File: src/include/isc_map.vh
// register offsets, field positions and codes of the interrupt service block
// assumes a 32-bit wishbone slave, one aligned word per register
`ifndef ISC_MAP_VH
`define ISC_MAP_VH
// ==========================================
// geometry
`define ISC_NSRC 22
`define ISC_ADR_W 8
// ==========================================
// register byte addresses
`define ISC_A_CTRL0 8'h00
`define ISC_A_MASK_LOW 8'h60
`define ISC_A_MASK_HIGH 8'h64
`define ISC_A_INSVC 8'h68
`define ISC_A_NEST 8'h6C
`define ISC_A_WDMODE 8'h70
`define ISC_A_STATUS 8'h74
// ==========================================
// per-source control register fields
`define ISC_F_PRIO_LO 0
`define ISC_F_PRIO_HI 1
`define ISC_F_CSE 4
`define ISC_F_MACRO 5
`define ISC_F_MASK 6
`define ISC_F_REQ 7
`define ISC_PRIO_RST 2'h3
// sources without macro service (receive-error sources 14 and 18)
`define ISC_NO_MACRO 22'h044000
// ==========================================
// other fields and reset values
`define ISC_F_IRQ_EN 0
`define ISC_F_NEST3 0
`define ISC_F_WD_FIRST 0
`define ISC_F_INSVC_NMI 4
`define ISC_F_INSVC_WDT 5
`define ISC_STATUS_RST 1'h0
`define ISC_NEST_RST 1'h0
`define ISC_WDMODE_RST 1'h0
// ==========================================
// service modes and acknowledge identifiers
`define ISC_MODE_VEC 2'h0
`define ISC_MODE_BANK 2'h1
`define ISC_MODE_MACRO 2'h2
`define ISC_ID_NMI_PIN 6'h20
`define ISC_ID_NMI_WDT 6'h21
`define ISC_ID_OPERR 6'h22
`define ISC_ID_TRAP_VEC 6'h23
`define ISC_ID_TRAP_BANK 6'h24
`endif

File: src/rtl/isc_core.v
// interrupt acknowledge and service-mode selection with wishbone registers
// assumes i_clk at 200 MHz, cpu sequencer answers acks and return pulses
// Notes on behaviour
// - both trap instructions acked with global enable clear; plain vectored, other bank-switched.
// - illegal operand on standby, watchdog mode or relocate raises operand-error request.
// - operand-error requests ignore global enable and priority levels.
// - non-maskable request comes from pin or watchdog overflow.
// - non-maskable acked unless same or higher non-maskable service is running.
// - non-maskable outranks every class and ignores programmable levels.
// - a maskable source is blocked while its mask flag is set.
// - global enable in status word gates all maskable acks except macro service.
// - equal-level simultaneous maskable requests follow fixed source index order.
// - four programmable levels with nesting control.
// - macro-service requests ignore levels and global enable.
// - per-source vectored, bank-switch or macro service; some sources lack macro.
// - vectored ack asks core to stack pc and status word then vector.
// - macro ack holds the cpu during a hardware transfer, nothing saved.
// - bank-switch ack selects bank, saves pc and status there, vectors from bank.
// - each source owns a control register: request, mask, mode, bank enable, level.
// - grouped mask registers mirror per-source masks, word or byte access.
// - in-service record holds levels currently being serviced.
// - nesting control lets level-3 requests nest among themselves.
// - watchdog mode register picks which non-maskable source ranks higher.
// - level zero is the highest maskable priority.
// - reset sets all priority bits to one.
`timescale 1ns/10ps
`include "isc_map.vh"

module isc_core (
  input wire i_clk,
  input wire i_rst_n,
  input wire i_wb_cyc,
  input wire i_wb_stb,
  input wire i_wb_we,
  input wire [7:0] i_wb_adr,
  input wire [3:0] i_wb_sel,
  input wire [31:0] i_wb_dat,
  output reg [31:0] o_wb_dat,
  output reg o_wb_ack,
  input wire [21:0] i_src_event,
  input wire i_nmi_pin,
  input wire i_wdt_ovf,
  input wire i_trap_vec,
  input wire i_trap_bank,
  input wire i_bad_standby_op,
  input wire i_bad_wdmode_op,
  input wire i_bad_reloc_op,
  input wire i_cpu_ready,
  input wire i_svc_return,
  input wire i_macro_done,
  output reg o_ack,
  output reg [5:0] o_ack_id,
  output reg [1:0] o_ack_mode,
  output reg o_save_to_stack,
  output reg o_save_to_bank,
  output reg o_cpu_hold
);

  // ==========================================
  // reset release
  reg rst_s1;
  reg rst_s2;
  always @(posedge i_clk or negedge i_rst_n) begin
    if (!i_rst_n) begin
      rst_s1 <= 1'b0;
      rst_s2 <= 1'b0;
    end else begin
      rst_s1 <= 1'b1;
      rst_s2 <= rst_s1;
    end
  end
  wire rst_n = rst_s2;

  // ==========================================
  // bus slave: ack one cycle after request, write lands on the ack edge
  wire wb_req = i_wb_cyc & i_wb_stb;
  wire wb_wr = wb_req & i_wb_we & o_wb_ack;
  wire [5:0] wb_idx = i_wb_adr[7:2];
  wire ctrl_hit = (wb_idx < 6'h16);
  wire wr_b0 = wb_wr & i_wb_sel[0];
  wire wr_b1 = wb_wr & i_wb_sel[1];

  // ==========================================
  // per-source control registers
  reg [1:0] prio [0:21];
  reg [21:0] mask;
  reg [21:0] cse;
  reg [21:0] macro;
  reg [21:0] req;
  reg [21:0] clr_by_ack;
  reg [3:0] insvc;
  reg nmi_pin_svc;
  reg nmi_wdt_svc;
  reg global_irq_enable;
  reg nest3;
  reg wd_first;
  localparam [21:0] NO_MACRO = `ISC_NO_MACRO;

  genvar g;
  generate
    for (g = 0; g < 22; g = g + 1) begin : g_src
      wire ctrl_wr = wr_b0 & ctrl_hit & (wb_idx == g);
      wire mk_wr = (g < 16) ?
        (wb_wr & (i_wb_adr == `ISC_A_MASK_LOW) & i_wb_sel[g/8]) :
        (wr_b0 & (i_wb_adr == `ISC_A_MASK_HIGH));
      always @(posedge i_clk or negedge rst_n) begin
        if (!rst_n) begin
          prio[g] <= `ISC_PRIO_RST;
          mask[g] <= 1'b1;
          cse[g] <= 1'b0;
          macro[g] <= 1'b0;
          req[g] <= 1'b0;
        end else begin
          if (ctrl_wr) begin
            prio[g] <= i_wb_dat[`ISC_F_PRIO_HI:`ISC_F_PRIO_LO];
            cse[g] <= i_wb_dat[`ISC_F_CSE];
            macro[g] <= i_wb_dat[`ISC_F_MACRO] & ~NO_MACRO[g];
            mask[g] <= i_wb_dat[`ISC_F_MASK];
          end else if (mk_wr) begin
            // the high group starts again at bit 0 for source 16
            mask[g] <= i_wb_dat[g % 16];
          end
          // event wins over both software clear and acknowledge clear
          if (i_src_event[g])
            req[g] <= 1'b1;
          else if (ctrl_wr)
            req[g] <= i_wb_dat[`ISC_F_REQ];
          else if (clr_by_ack[g])
            req[g] <= 1'b0;
        end
      end
    end
  endgenerate

  // ==========================================
  // misc control registers
  always @(posedge i_clk or negedge rst_n) begin
    if (!rst_n) begin
      nest3 <= `ISC_NEST_RST;
      wd_first <= `ISC_WDMODE_RST;
    end else begin
      if (wr_b0 & (i_wb_adr == `ISC_A_NEST))
        nest3 <= i_wb_dat[`ISC_F_NEST3];
      if (wr_b0 & (i_wb_adr == `ISC_A_WDMODE))
        wd_first <= i_wb_dat[`ISC_F_WD_FIRST];
    end
  end

  // ==========================================
  // pending non-maskable, operand-error and trap requests
  reg nmi_pin_pend;
  reg nmi_wdt_pend;
  reg operr_pend;
  reg trapv_pend;
  reg trapb_pend;
  reg take_pin;
  reg take_wdt;
  reg take_oe;
  reg take_tv;
  reg take_tb;
  wire any_bad = i_bad_standby_op | i_bad_wdmode_op | i_bad_reloc_op;

  always @(posedge i_clk or negedge rst_n) begin
    if (!rst_n) begin
      nmi_pin_pend <= 1'b0;
      nmi_wdt_pend <= 1'b0;
      operr_pend <= 1'b0;
      trapv_pend <= 1'b0;
      trapb_pend <= 1'b0;
    end else begin
      nmi_pin_pend <= i_nmi_pin | (nmi_pin_pend & ~take_pin);
      nmi_wdt_pend <= i_wdt_ovf | (nmi_wdt_pend & ~take_wdt);
      operr_pend <= any_bad | (operr_pend & ~take_oe);
      trapv_pend <= i_trap_vec | (trapv_pend & ~take_tv);
      trapb_pend <= i_trap_bank | (trapb_pend & ~take_tb);
    end
  end

  // ==========================================
  // arbitration
  reg pin_ok;
  reg wdt_ok;
  reg [21:0] elig_m;
  reg [21:0] elig_mac;
  reg sel_m;
  reg [4:0] sel_m_idx;
  reg sel_mac;
  reg [4:0] sel_mac_idx;
  reg go;
  reg [5:0] next_id;
  reg [1:0] next_mode;
  reg lvl_ok;
  reg [3:0] le_mask;
  integer i;
  integer l;

  always @* begin
    // a pin request is shut out by its own routine, or the wdt one if it ranks higher
    pin_ok = nmi_pin_pend & ~nmi_pin_svc & ~(nmi_wdt_svc & wd_first);
    wdt_ok = nmi_wdt_pend & ~nmi_wdt_svc & ~(nmi_pin_svc & ~wd_first);
    elig_m = 22'h000000;
    elig_mac = 22'h000000;
    le_mask = 4'h0;
    lvl_ok = 1'b0;
    for (i = 0; i < 22; i = i + 1) begin
      case (prio[i])
        2'h0: le_mask = 4'h1;
        2'h1: le_mask = 4'h3;
        2'h2: le_mask = 4'h7;
        default: le_mask = 4'hF;
      endcase
      // level 0 is highest; equal or higher level in service blocks nesting
      lvl_ok = ((insvc & le_mask) == 4'h0) |
        ((prio[i] == 2'h3) & nest3 & (insvc[2:0] == 3'h0));
      elig_m[i] = req[i] & ~mask[i] & ~macro[i] & global_irq_enable & lvl_ok &
        ~nmi_pin_svc & ~nmi_wdt_svc;
      elig_mac[i] = req[i] & ~mask[i] & macro[i];
    end
    sel_m = 1'b0;
    sel_m_idx = 5'h00;
    sel_mac = 1'b0;
    sel_mac_idx = 5'h00;
    // scan downward so the last hit is the best level, then the lowest index
    for (l = 3; l >= 0; l = l - 1) begin
      for (i = 21; i >= 0; i = i - 1) begin
        if (elig_m[i] & (prio[i] == l[1:0])) begin
          sel_m = 1'b1;
          sel_m_idx = i[4:0];
        end
      end
    end
    for (i = 21; i >= 0; i = i - 1) begin
      if (elig_mac[i]) begin
        sel_mac = 1'b1;
        sel_mac_idx = i[4:0];
      end
    end
    take_pin = 1'b0;
    take_wdt = 1'b0;
    take_oe = 1'b0;
    take_tv = 1'b0;
    take_tb = 1'b0;
    clr_by_ack = 22'h000000;
    next_id = 6'h00;
    next_mode = `ISC_MODE_VEC;
    go = i_cpu_ready & ~o_cpu_hold & ~o_ack;
    if (go) begin
      // fixed class order: non-maskable, operand error, traps, macro, maskable
      if ((pin_ok & ~(wdt_ok & wd_first)) | (pin_ok & ~wdt_ok)) begin
        take_pin = 1'b1;
        next_id = `ISC_ID_NMI_PIN;
      end else if (wdt_ok) begin
        take_wdt = 1'b1;
        next_id = `ISC_ID_NMI_WDT;
      end else if (operr_pend) begin
        take_oe = 1'b1;
        next_id = `ISC_ID_OPERR;
      end else if (trapv_pend) begin
        take_tv = 1'b1;
        next_id = `ISC_ID_TRAP_VEC;
      end else if (trapb_pend) begin
        take_tb = 1'b1;
        next_id = `ISC_ID_TRAP_BANK;
        next_mode = `ISC_MODE_BANK;
      end else if (sel_mac) begin
        clr_by_ack[sel_mac_idx] = 1'b1;
        next_id = {1'b0, sel_mac_idx};
        next_mode = `ISC_MODE_MACRO;
      end else if (sel_m) begin
        clr_by_ack[sel_m_idx] = 1'b1;
        next_id = {1'b0, sel_m_idx};
        next_mode = cse[sel_m_idx] ? `ISC_MODE_BANK : `ISC_MODE_VEC;
      end else begin
        go = 1'b0;
      end
    end
  end

  // ==========================================
  // acknowledge outputs and service state
  wire macro_ack = go & (next_mode == `ISC_MODE_MACRO);
  wire mask_ack = go & sel_m & (next_id[5] == 1'b0) & ~macro_ack;
  wire [1:0] ack_lvl = prio[sel_m_idx];
  reg [3:0] ret_clr;

  always @* begin
    ret_clr = 4'h0;
    if (insvc[0])
      ret_clr = 4'h1;
    else if (insvc[1])
      ret_clr = 4'h2;
    else if (insvc[2])
      ret_clr = 4'h4;
    else if (insvc[3])
      ret_clr = 4'h8;
  end

  always @(posedge i_clk or negedge rst_n) begin
    if (!rst_n) begin
      o_ack <= 1'b0;
      o_ack_id <= 6'h00;
      o_ack_mode <= `ISC_MODE_VEC;
      o_save_to_stack <= 1'b0;
      o_save_to_bank <= 1'b0;
      o_cpu_hold <= 1'b0;
      insvc <= 4'h0;
      nmi_pin_svc <= 1'b0;
      nmi_wdt_svc <= 1'b0;
      global_irq_enable <= `ISC_STATUS_RST;
    end else begin
      o_ack <= go;
      if (go) begin
        o_ack_id <= next_id;
        o_ack_mode <= next_mode;
      end
      o_save_to_stack <= go & (next_mode == `ISC_MODE_VEC);
      o_save_to_bank <= go & (next_mode == `ISC_MODE_BANK);
      // macro transfer: cpu frozen, no context saved
      if (macro_ack)
        o_cpu_hold <= 1'b1;
      else if (i_macro_done)
        o_cpu_hold <= 1'b0;
      // return retires a non-maskable routine before any level (the lower-ranked one if both run), else the highest-ranked level
      if (take_pin)
        nmi_pin_svc <= 1'b1;
      else if (i_svc_return & nmi_pin_svc & (wd_first | ~nmi_wdt_svc))
        nmi_pin_svc <= 1'b0;
      if (take_wdt)
        nmi_wdt_svc <= 1'b1;
      else if (i_svc_return & nmi_wdt_svc & (~wd_first | ~nmi_pin_svc))
        nmi_wdt_svc <= 1'b0;
      // a return in the ack cycle retires the old routine and records the new one
      if (mask_ack & i_svc_return)
        insvc <= (insvc & ~ret_clr) | (4'h1 << ack_lvl);
      else if (mask_ack)
        insvc <= insvc | (4'h1 << ack_lvl);
      else if (i_svc_return & ~nmi_pin_svc & ~nmi_wdt_svc)
        insvc <= insvc & ~ret_clr;
      // ack of a cpu-serviced request disables further vectored and bank-switched maskable acks
      if (go & ~macro_ack)
        global_irq_enable <= 1'b0;
      else if (wr_b0 & (i_wb_adr == `ISC_A_STATUS))
        global_irq_enable <= i_wb_dat[`ISC_F_IRQ_EN];
    end
  end

  // ==========================================
  // bus read path
  reg [31:0] rd;
  always @* begin
    rd = 32'h00000000;
    if (ctrl_hit) begin
      rd[`ISC_F_PRIO_HI:`ISC_F_PRIO_LO] = prio[wb_idx[4:0]];
      rd[`ISC_F_CSE] = cse[wb_idx[4:0]];
      rd[`ISC_F_MACRO] = macro[wb_idx[4:0]];
      rd[`ISC_F_MASK] = mask[wb_idx[4:0]];
      rd[`ISC_F_REQ] = req[wb_idx[4:0]];
    end else begin
      case (i_wb_adr)
        `ISC_A_MASK_LOW: rd[15:0] = mask[15:0];
        `ISC_A_MASK_HIGH: rd[5:0] = mask[21:16];
        `ISC_A_INSVC: begin
          rd[3:0] = insvc;
          rd[`ISC_F_INSVC_NMI] = nmi_pin_svc;
          rd[`ISC_F_INSVC_WDT] = nmi_wdt_svc;
        end
        `ISC_A_NEST: rd[`ISC_F_NEST3] = nest3;
        `ISC_A_WDMODE: rd[`ISC_F_WD_FIRST] = wd_first;
        `ISC_A_STATUS: rd[`ISC_F_IRQ_EN] = global_irq_enable;
        default: rd = 32'h00000000;
      endcase
    end
  end

  always @(posedge i_clk or negedge rst_n) begin
    if (!rst_n) begin
      o_wb_ack <= 1'b0;
      o_wb_dat <= 32'h00000000;
    end else begin
      o_wb_ack <= wb_req & ~o_wb_ack;
      o_wb_dat <= rd;
    end
  end

endmodule // isc_core

File: config.mk
export PLATFORM = sky130hd
export DESIGN_NAME = isc_core
export DESIGN_NICKNAME = d
export VERILOG_FILES = /design/src/rtl/isc_core.v
export VERILOG_INCLUDE_DIRS = /design/src /design/src/include
export SDC_FILE = /design/constraint.sdc
export NUM_CORES = 1
export LEC_CHECK = 0
export BUFFER_PORTS_ARGS = -buffer_cell sky130_fd_sc_hd__buf_2
export CAP_MARGIN = 20
export CORE_ASPECT_RATIO = 2
export CORE_MARGIN = 10
export CORE_UTILIZATION = 25
export CTS_BUF_LIST = sky130_fd_sc_hd__clkbuf_4
export CTS_CLUSTER_DIAMETER = 50
export CTS_CLUSTER_SIZE = 10
export DETAILED_ROUTE_END_ITERATION = 8
export PLACE_DENSITY_LB_ADDON = 0.12
export SYNTH_ARGS = -nofsm -noshare
export SYNTH_HDL_FRONTEND = slang
export SYNTH_SLANG_ARGS = --single-unit
export TNS_END_PERCENT = 10
File: constraint.sdc
create_clock -name i_clk -period 15.4 [get_ports i_clk]
set_clock_uncertainty 0.05 [all_clocks]
set_input_delay 0.77 -clock i_clk [delete_from_list [all_inputs] [get_ports i_clk]]
set_output_delay 0.77 -clock i_clk [all_outputs]
set_load 0.005 [all_outputs]
==> impl_results.md, run 1 <==
* Mux cell area share after synthesis at 0.165
* Total clock sinks at 175
* Simple-gate portion of the synthesized area at 0.232
* DRC viols at 0
* Synth area leaders: dfrtp_1, dfstp_2, mux2_2
* Avg Cell Area, Syn at 8.97 um^2
* Core area at 0.0526 mm^2
* Setup tns final at 0 ns
* Setup-failing EPs final at 0
* I/O pin cnt at 126
* Total power draw at 0.864 mW
* Synth Warn # at 0
* Hold Vio Cnt, Final at 0
* Slew HR at 0.167
* First-pass DRT Iterations at 6
* R2r setup slk at 9.30 ns
* Initial antenna violation count at 1
* DR vias at 13200
* Netlist cell types at 86
* Largest net degree at the start of global routing at 66
* Classification of the worst-slack hold path: primary input to register
* Via density at 5.94
* Share of layout cells above drive strength 1 at 0.259
* WP data required at 15.96 ns
* Final Core Density at 0.281
* Most frequent cell after synthesis: nand2_1
* Starting utilization of the core area at 0.251
* Gr ovfl total at 0
* Ys async rst share at 1.00
* Crit Path Max Fanout at 19
* Hpwl dp at 57600 um
* Fin nets at 1625
* Yosys top cell area share at 0.206
* Detailed router's first-iteration violation count at 1252
* WS Path Type: register to register
* WL/cell at 32.4 um
* Tot GR Track Use at 0.221
* Status: finished, final reports clean
* Post-CTS Setup Inserts at 0
* RSZ-0062 raised after global routing: no
* Fmax at 0.164 GHz
* Total CTS buffers at 17
* Synth Area in Compound Gates at 0.222
* Post-synthesis sequential element count at 175
* Total Wirelength at 72000 um
* Largest family of logic cells by synthesized area: simple AND/OR/NAND/NOR gates
* PwrDens at 58.5 mW/mm^2
* Die width at 183 um
* Primary FF master, synth: dfrtp_1
* Port bufs at 91
* Total die area at 0.0630 mm^2
* Post-route ant nets at 0
* Final Max Tran Viols at 0
* Tightest Pin Transition at 1.24 ns
* EDFF count, synth at 0
* Post-Synthesis Cells at 1472
* LEAKAGE at 5.78 nW
* Die height at 345 um
* Clock Path Buffers at 2
* Synth Area in XOR/XNOR at 0
* TritonCTS clock tree: built
* Worst endpoint data arrival time at 6.66 ns
* CTS resizes at 0
* Worst Setup Start Kind: register
* CP endpoint kind: register
* Largest area contributor in the netlist: dfrtp_1
* Register area share after synthesis at 0.338
* Worst IR Drop VDD at 0.0528 mV
* Synthesized area at 0.0132 mm^2
* Commonest cells post-synth: nand2_1, o21ai_0, dfrtp_1, nor2_1, mux2_2
* Min Tclk post-route at 6.10 ns
* # Max-Cap Violations at 0
* Clock latency on the worst-skew pair at 0.69 ns
* CTS hold repair buffers at 1
* Vias in the first global route at 13300
* Adder-cell share of the synthesized area at 0
* Num rows at 119
* First-pass GRT wire length at 101000 um
* Layout area overhead at 11.8%
* Final Cycle Share at 0.396
* Clk pin slew, worst setup/hold paths at 0.19 ns
* H-tree depth at 4
* Root buffer cell: clkbuf_4
* Final GP Congestion at 0.986
flip-flops by register name, indices dropped and copies added (netlist names), 2 cells and up:
register    cells
prio           44
mask           22
o_wb_dat       16
cse            22
req            22
macro          20
o_ack_id        6
o_ack_mode      2
insvc           4
placed cells by master, fill, tap and decap left out, types with 15 or more instances in the layout:
cell type / synthesis / routed
buf_4: 18 / 43
o21ai_0: 127 / 126
nor2_1: 97 / 97
nor2b_1: 18 / 18
a21oi_1: 87 / 87
buf_2: 9 / 92
clkbuf_4: 0 / 17
and2_1: 17 / 17
nor3b_1: 15 / 15
nand2b_1: 18 / 18
a22oi_1: 21 / 21
nor4b_1: 21 / 21
dfrtp_1: 109 / 108
a211oi_1: 20 / 20
dfstp_2: 66 / 66
o22ai_1: 17 / 17
mux4_2: 35 / 35
nand3b_1: 17 / 17
mux2_2: 91 / 91
conb_1: 2 / 17
nand2_1: 133 / 133
a31oi_1: 32 / 32
inv_1: 24 / 24
nand3_1: 52 / 52
nor3_1: 56 / 55
o211ai_1: 22 / 22
mux2i_1: 37 / 37
where the power goes:
| part | switching [mW] | internal, mW | leakage [nW] |
|---|---|---|---|
| clock network | 0.218 | 0.0724 | 0.145 |
| registers | 0.0118 | 0.468 | 2.03 |
| logic | 0.0636 | 0.0302 | 3.60 |
routing by layer:
metal / global-route usage / part of all wire
met4: 0.187 / 0.095
met1: 0.228 / 0.35
met2: 0.389 / 0.51
met5: 0 / 0
met3: 0.0275 / 0.052
area by class of cell:
type,instances,area [um^2]
fill,5651,37800
multi-input combinational,1185,8280
sequential,175,4470
tap,665,832
timing repair buffer,139,815
clock inverter,15,150
clock buffer,17,128
inverter,26,97.6
antenna,1,2.50
cells by family after synthesis:
kind of cell	count (synthesis)
AOI/OAI and AO/OA	450
buffers and inverters	127
DFF	175
muxes	163
other	2
and+or+nand+nor	555
worst paths after layout:
path | cells after the start | to | from
max in group asynchronous | 2 | macro[1] | rst_n
min | 2 | nmi_pin_pend | i_nmi_pin
min in group asynchronous | 2 | rst_n | i_rst_n
max reg2reg | 13 | insvc[2] | insvc[1]
max | 13 | insvc[2] | insvc[1]
min reg2reg | 0 | rst_n | rst_s1
through the flow:
step           worst slack, ns  hold WS (ns)  cells  area [um^2]
3_5_place_dp              9.46         0.294   2186        14500
3_3_place_gp              9.42         0.288   2185        14500
5_1_grt                   9.36         0.157   2223        14800
2_1_floorplan            10.23         0.281   1487        13300
6_report                  9.30         0.193   2223        14800
4_1_cts                   9.41         0.154   2219        14800
critical path, stage by stage, from the launching register on:
cell and delay (ns):
dfrtp_1 0.37, buf_4 0.30, clkinv_1 0.57, nand4_1 0.58, a31oi_1 0.22, a31oi_1 0.71
nor3_1 0.11, o311ai_1 0.69, a31o_2 0.52, nand2_2 0.40, mux2_2 0.44, a222oi_1 0.54
a22oi_1 0.22, o31ai_1 0.26
No activity file was read; power rests on OpenSTA's default activity.
==> run 2, diff against run 1 <==
==> constraint.sdc (replaced) <==
create_clock -name i_clk -period 4.95 [get_ports i_clk]
set_clock_uncertainty 0.05 [all_clocks]
set_input_delay 0.2475 -clock i_clk [delete_from_list [all_inputs] [get_ports i_clk]]
set_output_delay 0.2475 -clock i_clk [all_outputs]
set_load 0.005 [all_outputs]
==> run 2 against run 1 <==
  * Critical path depth up 2
  * Clock power grew to 3.2 times the previous value
  * Critical endpoint is now req[10]
  * Sequential power grew to 3.1 times the previous value
  * Core utilization grew 3.2 points
  * Highest routed layer unchanged
  * Power rose to 3.2 times the previous value
  * Sequential cell count unchanged
  * First-iteration DRC count decreased by 0.64%
  * Final area rose by 11%
==> impl_results.md, run 2 (synthesis gave the netlist of run 1 again) <==
* I/O pin cnt at 126 (unchanged)
* DR vias at 14000 (+6.2%)
* Detailed router's first-iteration violation count at 1244 (-0.64%)
* Share of layout cells above drive strength 1 at 0.308 (+0.0489)
* Root buffer cell: clkbuf_4
* Tot GR Track Use at 0.240 (+0.0188)
* Hold Vio Cnt, Final at 0 (unchanged)
* TritonCTS clock tree: built
* Final Max Tran Viols at 0 (unchanged)
* Via density at 5.84 (-1.7%)
* Total clock sinks at 175 (unchanged)
* Crit Path Max Fanout at 6 (-13)
* Total CTS buffers at 17 (unchanged)
* Total Wirelength at 77300 um (+7.4%)
* WS Path Type: register to register
* PwrDens at 168 mW/mm^2 (+190%)
* Starting utilization of the core area at 0.251 (unchanged)
* LEAKAGE at 6.71 nW (+16%)
* R2R cell count at 15 (+2)
* Num rows at 119 (unchanged)
* Fmax at 0.205 GHz (+25%)
* Post-CTS Setup Inserts at 0 (unchanged)
* Status: finished, final reports clean
* Clk pin slew, worst setup/hold paths at 0.20 ns (about the same)
* Die width at 183 um (unchanged)
* Worst endpoint data arrival time at 5.42 ns (-1.24 ns)
* Largest net degree at the start of global routing at 68 (+3.0%)
* First-pass GRT wire length at 109000 um (+8.3%)
* Worst Setup Slack, final at 0.0682 ns (-9.23 ns)
* H-tree depth at 4 (unchanged)
* Worst IR Drop VDD at 0.139 mV (+160%)
* Most frequent cells in the layout: buf_4, nand2_1, o21ai_0, dfrtp_1, nor2_1
* Final GP Congestion at 0.967 (-1.9%)
* Gr ovfl total at 0 (unchanged)
* Port bufs at 91 (unchanged)
* WL/cell at 32.2 um (-0.58%)
* R2r setup slk at 0.07 ns (-9.23 ns)
* Total die area at 0.0630 mm^2 (unchanged)
* Tightest Pin Transition at 1.10 ns (-0.137 ns)
* Die height at 345 um (unchanged)
* Worst Setup Start Kind: register
* Slew HR at 0.256 (+0.0889)
* Placed Area at 0.0155 mm^2 (+7.2%)
* Clock latency on the worst-skew pair at 0.69 ns (about the same)
* Fill cells at 5567 (-1.5%)
* Hold path depth at 3 (+1)
* Storage cell area at 0.00447 mm^2 (about the same)
* Hold Slack at 0.0555 ns (-0.138 ns)
* Clock Path Buffers at 2 (unchanged)
* Layout area overhead at 24.5%
* Fin nets at 1803 (+11%)
* Multi-input logic area at 0.00833 mm^2 (+0.65%)
* Post-layout instance area at 0.0164 mm^2 (+11%)
* # Max-Cap Violations at 0 (unchanged)
* WP data required at 5.48 ns (-10.48 ns)
* RSZ-0062 raised after global routing: no
* Initial antenna violation count at 2 (+1)
* Worst hold path endpoint: prio[23]
* DRC viols at 0 (unchanged)
* CP endpoint kind: register
* Classification of the worst-slack hold path: primary input to register
* Dpl ws at 0.157 ns (-9.31 ns)
* Setup tns final at 0 ns (unchanged)
* Core area at 0.0526 mm^2 (unchanged)
* Final Cycle Share at 0.986 (+0.590)
* Setup-failing EPs final at 0 (unchanged)
* Worst R2R End: req[10]
* Vias in the first global route at 14300 (+7.6%)
* Total power draw at 2.77 mW (+220%)
* Origin of the worst min-delay path: i_wb_dat[1]
* Post-route ant nets at 0 (unchanged)
* First-pass DRT Iterations at 6 (unchanged)
* Largest reg by FF count: prio
* Leading cell type in the layout, fill and taps excluded: buf_4
* Max reg flops at 44 (unchanged)
* Min Tclk post-route at 4.88 ns (-1.22 ns)
* R2R Path Start: req[10]
* Hpwl dp at 63500 um (+10%)
-- run 2: through the flow --
| stage | instances | utilization |
|---|---|---|
| after global placement | 2310 | 0.295 |
| final | 2402 | 0.313 |
| after global routing | 2401 | 0.313 |
| after CTS | 2400 | 0.312 |
| after floorplan | 1487 | - |
| after detailed placement | 2311 | 0.295 |
-- run 2: report_power, final --
group / switching (mW) / internal [mW] / leakage [nW] / total (mW)
Clock: 0.690 / 0.242 / 0.159 / 0.932
Combinational: 0.211 / 0.132 / 4.51 / 0.343
Sequential: 0.0341 / 1.46 / 2.03 / 1.49
Total: 0.935 / 1.83 / 6.71 / 2.77
-- run 2: timing repair --
item                                    4_1_cts  5_1_grt
endpoints found under the hold margin        60        0
endpoints found under the setup margin        0        7
hold buffers                                 57        0
resized for setup                             0       11
-- run 2: layout make-up --
| cell class | instances | share of cell area |
|---|---|---|
| clock buffers | 18 | 0.00822 |
| repair buffers | 317 | 0.146 |
| well taps | 665 | 0.0506 |
| clock inverters | 14 | 0.0103 |
| diodes | 2 | 0.000304 |
| inverters | 26 | 0.00593 |
| multi-input cells | 1185 | 0.507 |
| flip-flops and latches | 175 | 0.272 |
-- run 2: critical path, cell delays in order, from the launching register on --
cell and delay (ns):
dfrtp_1 0.51, buf_4 0.17, nor4bb_1 0.84, buf_4 0.25, a22oi_1 0.10, a31oi_1 0.25, or3b_2 0.20, a311oi_1 0.07
nor3_1 0.43, buf_4 0.23, nand2_1 0.17, nor2_1 0.68, inv_1 0.15, o21ai_0 0.19, o21ai_0 0.18, a221o_1 0.32
-- run 2: worst max-delay path by stage --
| stage | end | cells after the start | start |
|---|---|---|---|
| after global routing | insvc[1] | 16 | req[8] |
| after global placement | insvc[2] | 15 | prio[7] |
| after detailed placement | insvc[0] | 15 | req[9] |
| after CTS | insvc[0] | 15 | req[15] |
| final | req[10] | 15 | req[10] |
| after floorplan | o_ack_mode[0] | 13 | nmi_pin_svc |
-- run 2: layer usage --
| metal | routed length (um) | GRT usage |
|---|---|---|
| met2 | 40700 | 0.436 |
| met5 | 0 | 0 |
| met3 | 3830 | 0.0304 |
| met1 | 26700 | 0.251 |
| met4 | 6130 | 0.161 |
==> run 3, diff against run 2 <==
--- a/config.mk
+++ b/config.mk
@@ -16,6 +16,7 @@
 export CTS_CLUSTER_SIZE = 10
 export DETAILED_ROUTE_END_ITERATION = 8
 export PLACE_DENSITY_LB_ADDON = 0.12
+export RECOVER_POWER = 25
 export SYNTH_ARGS = -nofsm -noshare
 export SYNTH_HDL_FRONTEND = slang
 export SYNTH_SLANG_ARGS = --single-unit
==> run 3 against run 2 <==
  * The flow now finishes with violations (capacitance limit, slew limit)
  * Die area did not move
  * Final area decreased by 0.21%
  * Combinational power about the same
  * Non-clock buffer count unchanged
  * Hold slack gained 0.012 ns
  * Critical path depth is the same
  * Clock power is essentially flat
==> impl_results.md, run 3 (synthesis gave the netlist of run 1 again) <==
* Status: complete, but fails checks
* Failing checks: capacitance limit, slew limit
* Via density at 5.86 (+0.36%)
* WL/cell at 32.3 um (+0.23%)
* Sw frac at 0.338 (about the same)
* Worst Setup Start Kind: register
* Tightest Pin Transition at 2.79 ns (+1.68 ns)
* Worst Path Buf+Inv at 4 (unchanged)
* Family with the most delay on the worst path: simple AND/OR/NAND/NOR gates
* Worst IR Drop VDD at 0.139 mV (-0.20%)
* Port bufs at 91 (unchanged)
* Worst R2R End: req[10]
* Final Core Density at 0.312 (-0.000667)
* Final Cycle Share at 0.990 (+0.00345)
* Total clock sinks at 175 (unchanged)
* Starting utilization of the core area at 0.251 (unchanged)
* Final GP Congestion at 0.967 (unchanged)
* # Max-Cap Violations at 2 (+2)
* Post-route ant nets at 0 (unchanged)
* Total CTS buffers at 17 (unchanged)
* Most frequent cells in the layout: buf_4, nand2_1, o21ai_0, dfrtp_1, nor2_1
* Total Wirelength at 77500 um (+0.23%)
* Core area at 0.0526 mm^2 (unchanged)
* Clk pin slew, worst setup/hold paths at 0.20 ns (about the same)
* Classification of the worst-slack hold path: primary input to register
* PwrDens at 168 mW/mm^2 (about the same)
* Final Max Tran Viols at 133 (+133)
* Fmax at 0.204 GHz (-0.35%)
* Die height at 345 um (unchanged)
* Fill cells at 5578 (+0.20%)
* R2R Path Start: req[10]
* DR vias at 14100 (+0.36%)
* First-pass DRT Iterations at 8 (+2)
* Total power draw at 2.76 mW (-0.13%)
* Slew HR at -0.857 (-1.11)
* Leading cell type in the layout, fill and taps excluded: buf_4
* Layout area overhead at 24.2%
* R2R cell count at 15 (unchanged)
* H-tree depth at 4 (unchanged)
* Setup tns final at 0 ns (unchanged)
* Clock Path Buffers at 2 (unchanged)
* Detailed router's first-iteration violation count at 1300 (+4.5%)
* Clock latency on the worst-skew pair at 0.68 ns (about the same)
* Share of layout cells above drive strength 1 at 0.302 (-0.00576)
* Max reg flops at 44 (unchanged)
* Largest reg by FF count: prio
* DRC viols at 0 (unchanged)
* Combinational share of power at 0.124 (about the same)
* Crit-path cells: buf_4 -> nor4bb_1 -> buf_4 -> a22oi_1 -> a31oi_1 -> or3b_2 -> a311oi_1 -> nor3_1 -> buf_4 -> nand2_1 -> nor2_1 -> inv_1 -> o21ai_0 -> o21ai_0 -> a221o_1
* Setup-failing EPs final at 0 (unchanged)
* Hold path depth at 3 (unchanged)
* CP endpoint kind: register
* NetSw at 0.934 mW (-0.12%)
* P_int at 1.83 mW (-0.14%)
* I/O pin cnt at 126 (unchanged)
* Die width at 183 um (unchanged)
* Vias in the first global route at 14300 (unchanged)
* Num rows at 119 (unchanged)
* Worst hold path endpoint: prio[23]
* First-pass GRT wire length at 109000 um (unchanged)
* WP data required at 5.48 ns (about the same)
* WS Path Type: register to register
* R2r setup slk at 0.05 ns (-0.02 ns)
* Largest net degree at the start of global routing at 68 (unchanged)
* Multi-input logic area at 0.00833 mm^2 (unchanged)
* Hpwl dp at 63500 um (unchanged)
* Origin of the worst min-delay path: i_wb_dat[1]
* Worst endpoint data arrival time at 5.43 ns (about the same)
* RSZ-0062 raised after global routing: no
* Gr ovfl total at 0 (unchanged)
* Min Tclk post-route at 4.90 ns (+0.0171 ns)
* Placed Area at 0.0155 mm^2 (unchanged)
* Post-CTS Setup Inserts at 0 (unchanged)
* LEAKAGE at 6.67 nW (-0.62%)
* Post-layout instance area at 0.0164 mm^2 (-0.21%)
* Crit Path Max Fanout at 6 (unchanged)
* Fin nets at 1803 (unchanged)
* Worst path slowest cell: nor4bb_1
* Power share of the clock group at 0.337 (about the same)
* Reg power frac at 0.539 (about the same)
* CP startpoint: req[10]
* Root buffer cell: clkbuf_4
* CP max stage delay at 0.85 ns (about the same)
* Total die area at 0.0630 mm^2 (unchanged)
* Initial antenna violation count at 2 (unchanged)
* Cell repeated most along the worst path: buf_4
* Worst Setup Slack, final at 0.0512 ns (-0.0171 ns)
* Dpl ws at 0.157 ns (unchanged)
* TritonCTS clock tree: built
* Storage cell area at 0.00446 mm^2 (about the same)
* Hold Vio Cnt, Final at 0 (unchanged)
* Tot GR Track Use at 0.240 (unchanged)
[run 3: worst min-delay path: stages]
cell     delay (ns)
buf_2          0.33
nand2_1        0.13
o21ai_0        0.07
[run 3: layout make-up]
class                      instances  area share
multi-input combinational       1185       0.508
sequential                       175       0.272
timing repair buffer             317       0.145
tap                              665      0.0507
clock inverter                    14      0.0103
clock buffer                      18     0.00823
inverter                          26     0.00595
antenna                            2    0.000305
[run 3: worst max path at each step]
stage | endpoint | slack, ns | cells after the start
5_1_grt | insvc[1] | 0.002 | 16
2_1_floorplan | o_ack_mode[0] | 0.96 | 13
4_1_cts | insvc[0] | 0.03 | 15
3_5_place_dp | insvc[0] | 0.16 | 15
6_report | req[10] | 0.05 | 15
3_3_place_gp | insvc[2] | 0.12 | 15
[run 3: power by group through the flow]
stage	registers, mW	logic (mW)	clock network, mW
6_report	1.49	0.342	0.930
3_3_place_gp	1.51	0.308	0
4_1_cts	1.49	0.342	0.964
3_5_place_dp	1.51	0.308	0
2_1_floorplan	1.51	0.167	0
5_1_grt	1.50	0.369	1.01
[run 3: timing repair]
action / in CTS / in global routing
gates resized for setup: 0 / 11
setup endpoints to repair: 0 / 7
hold buffers: 57 / 0
endpoints found under the hold margin: 60 / 0
[run 3: routing by layer]
| metal | routed length (um) | up-vias | GRT usage |
|---|---|---|---|
| met4 | 6200 | 0 | 0.161 |
| li1 | - | 6137 | - |
| met5 | 0 | - | 0 |
| met2 | 40700 | 745 | 0.436 |
| met3 | 4160 | 196 | 0.0304 |
| met1 | 26500 | 7007 | 0.251 |
[run 3: metrics by stage]
stage          instances  hold WS (ns)
2_1_floorplan       1487       -0.0981
3_3_place_gp        2310       -0.0165
3_5_place_dp        2311       -0.0138
4_1_cts             2400       0.00981
5_1_grt             2401        0.0530
6_report            2402        0.0677
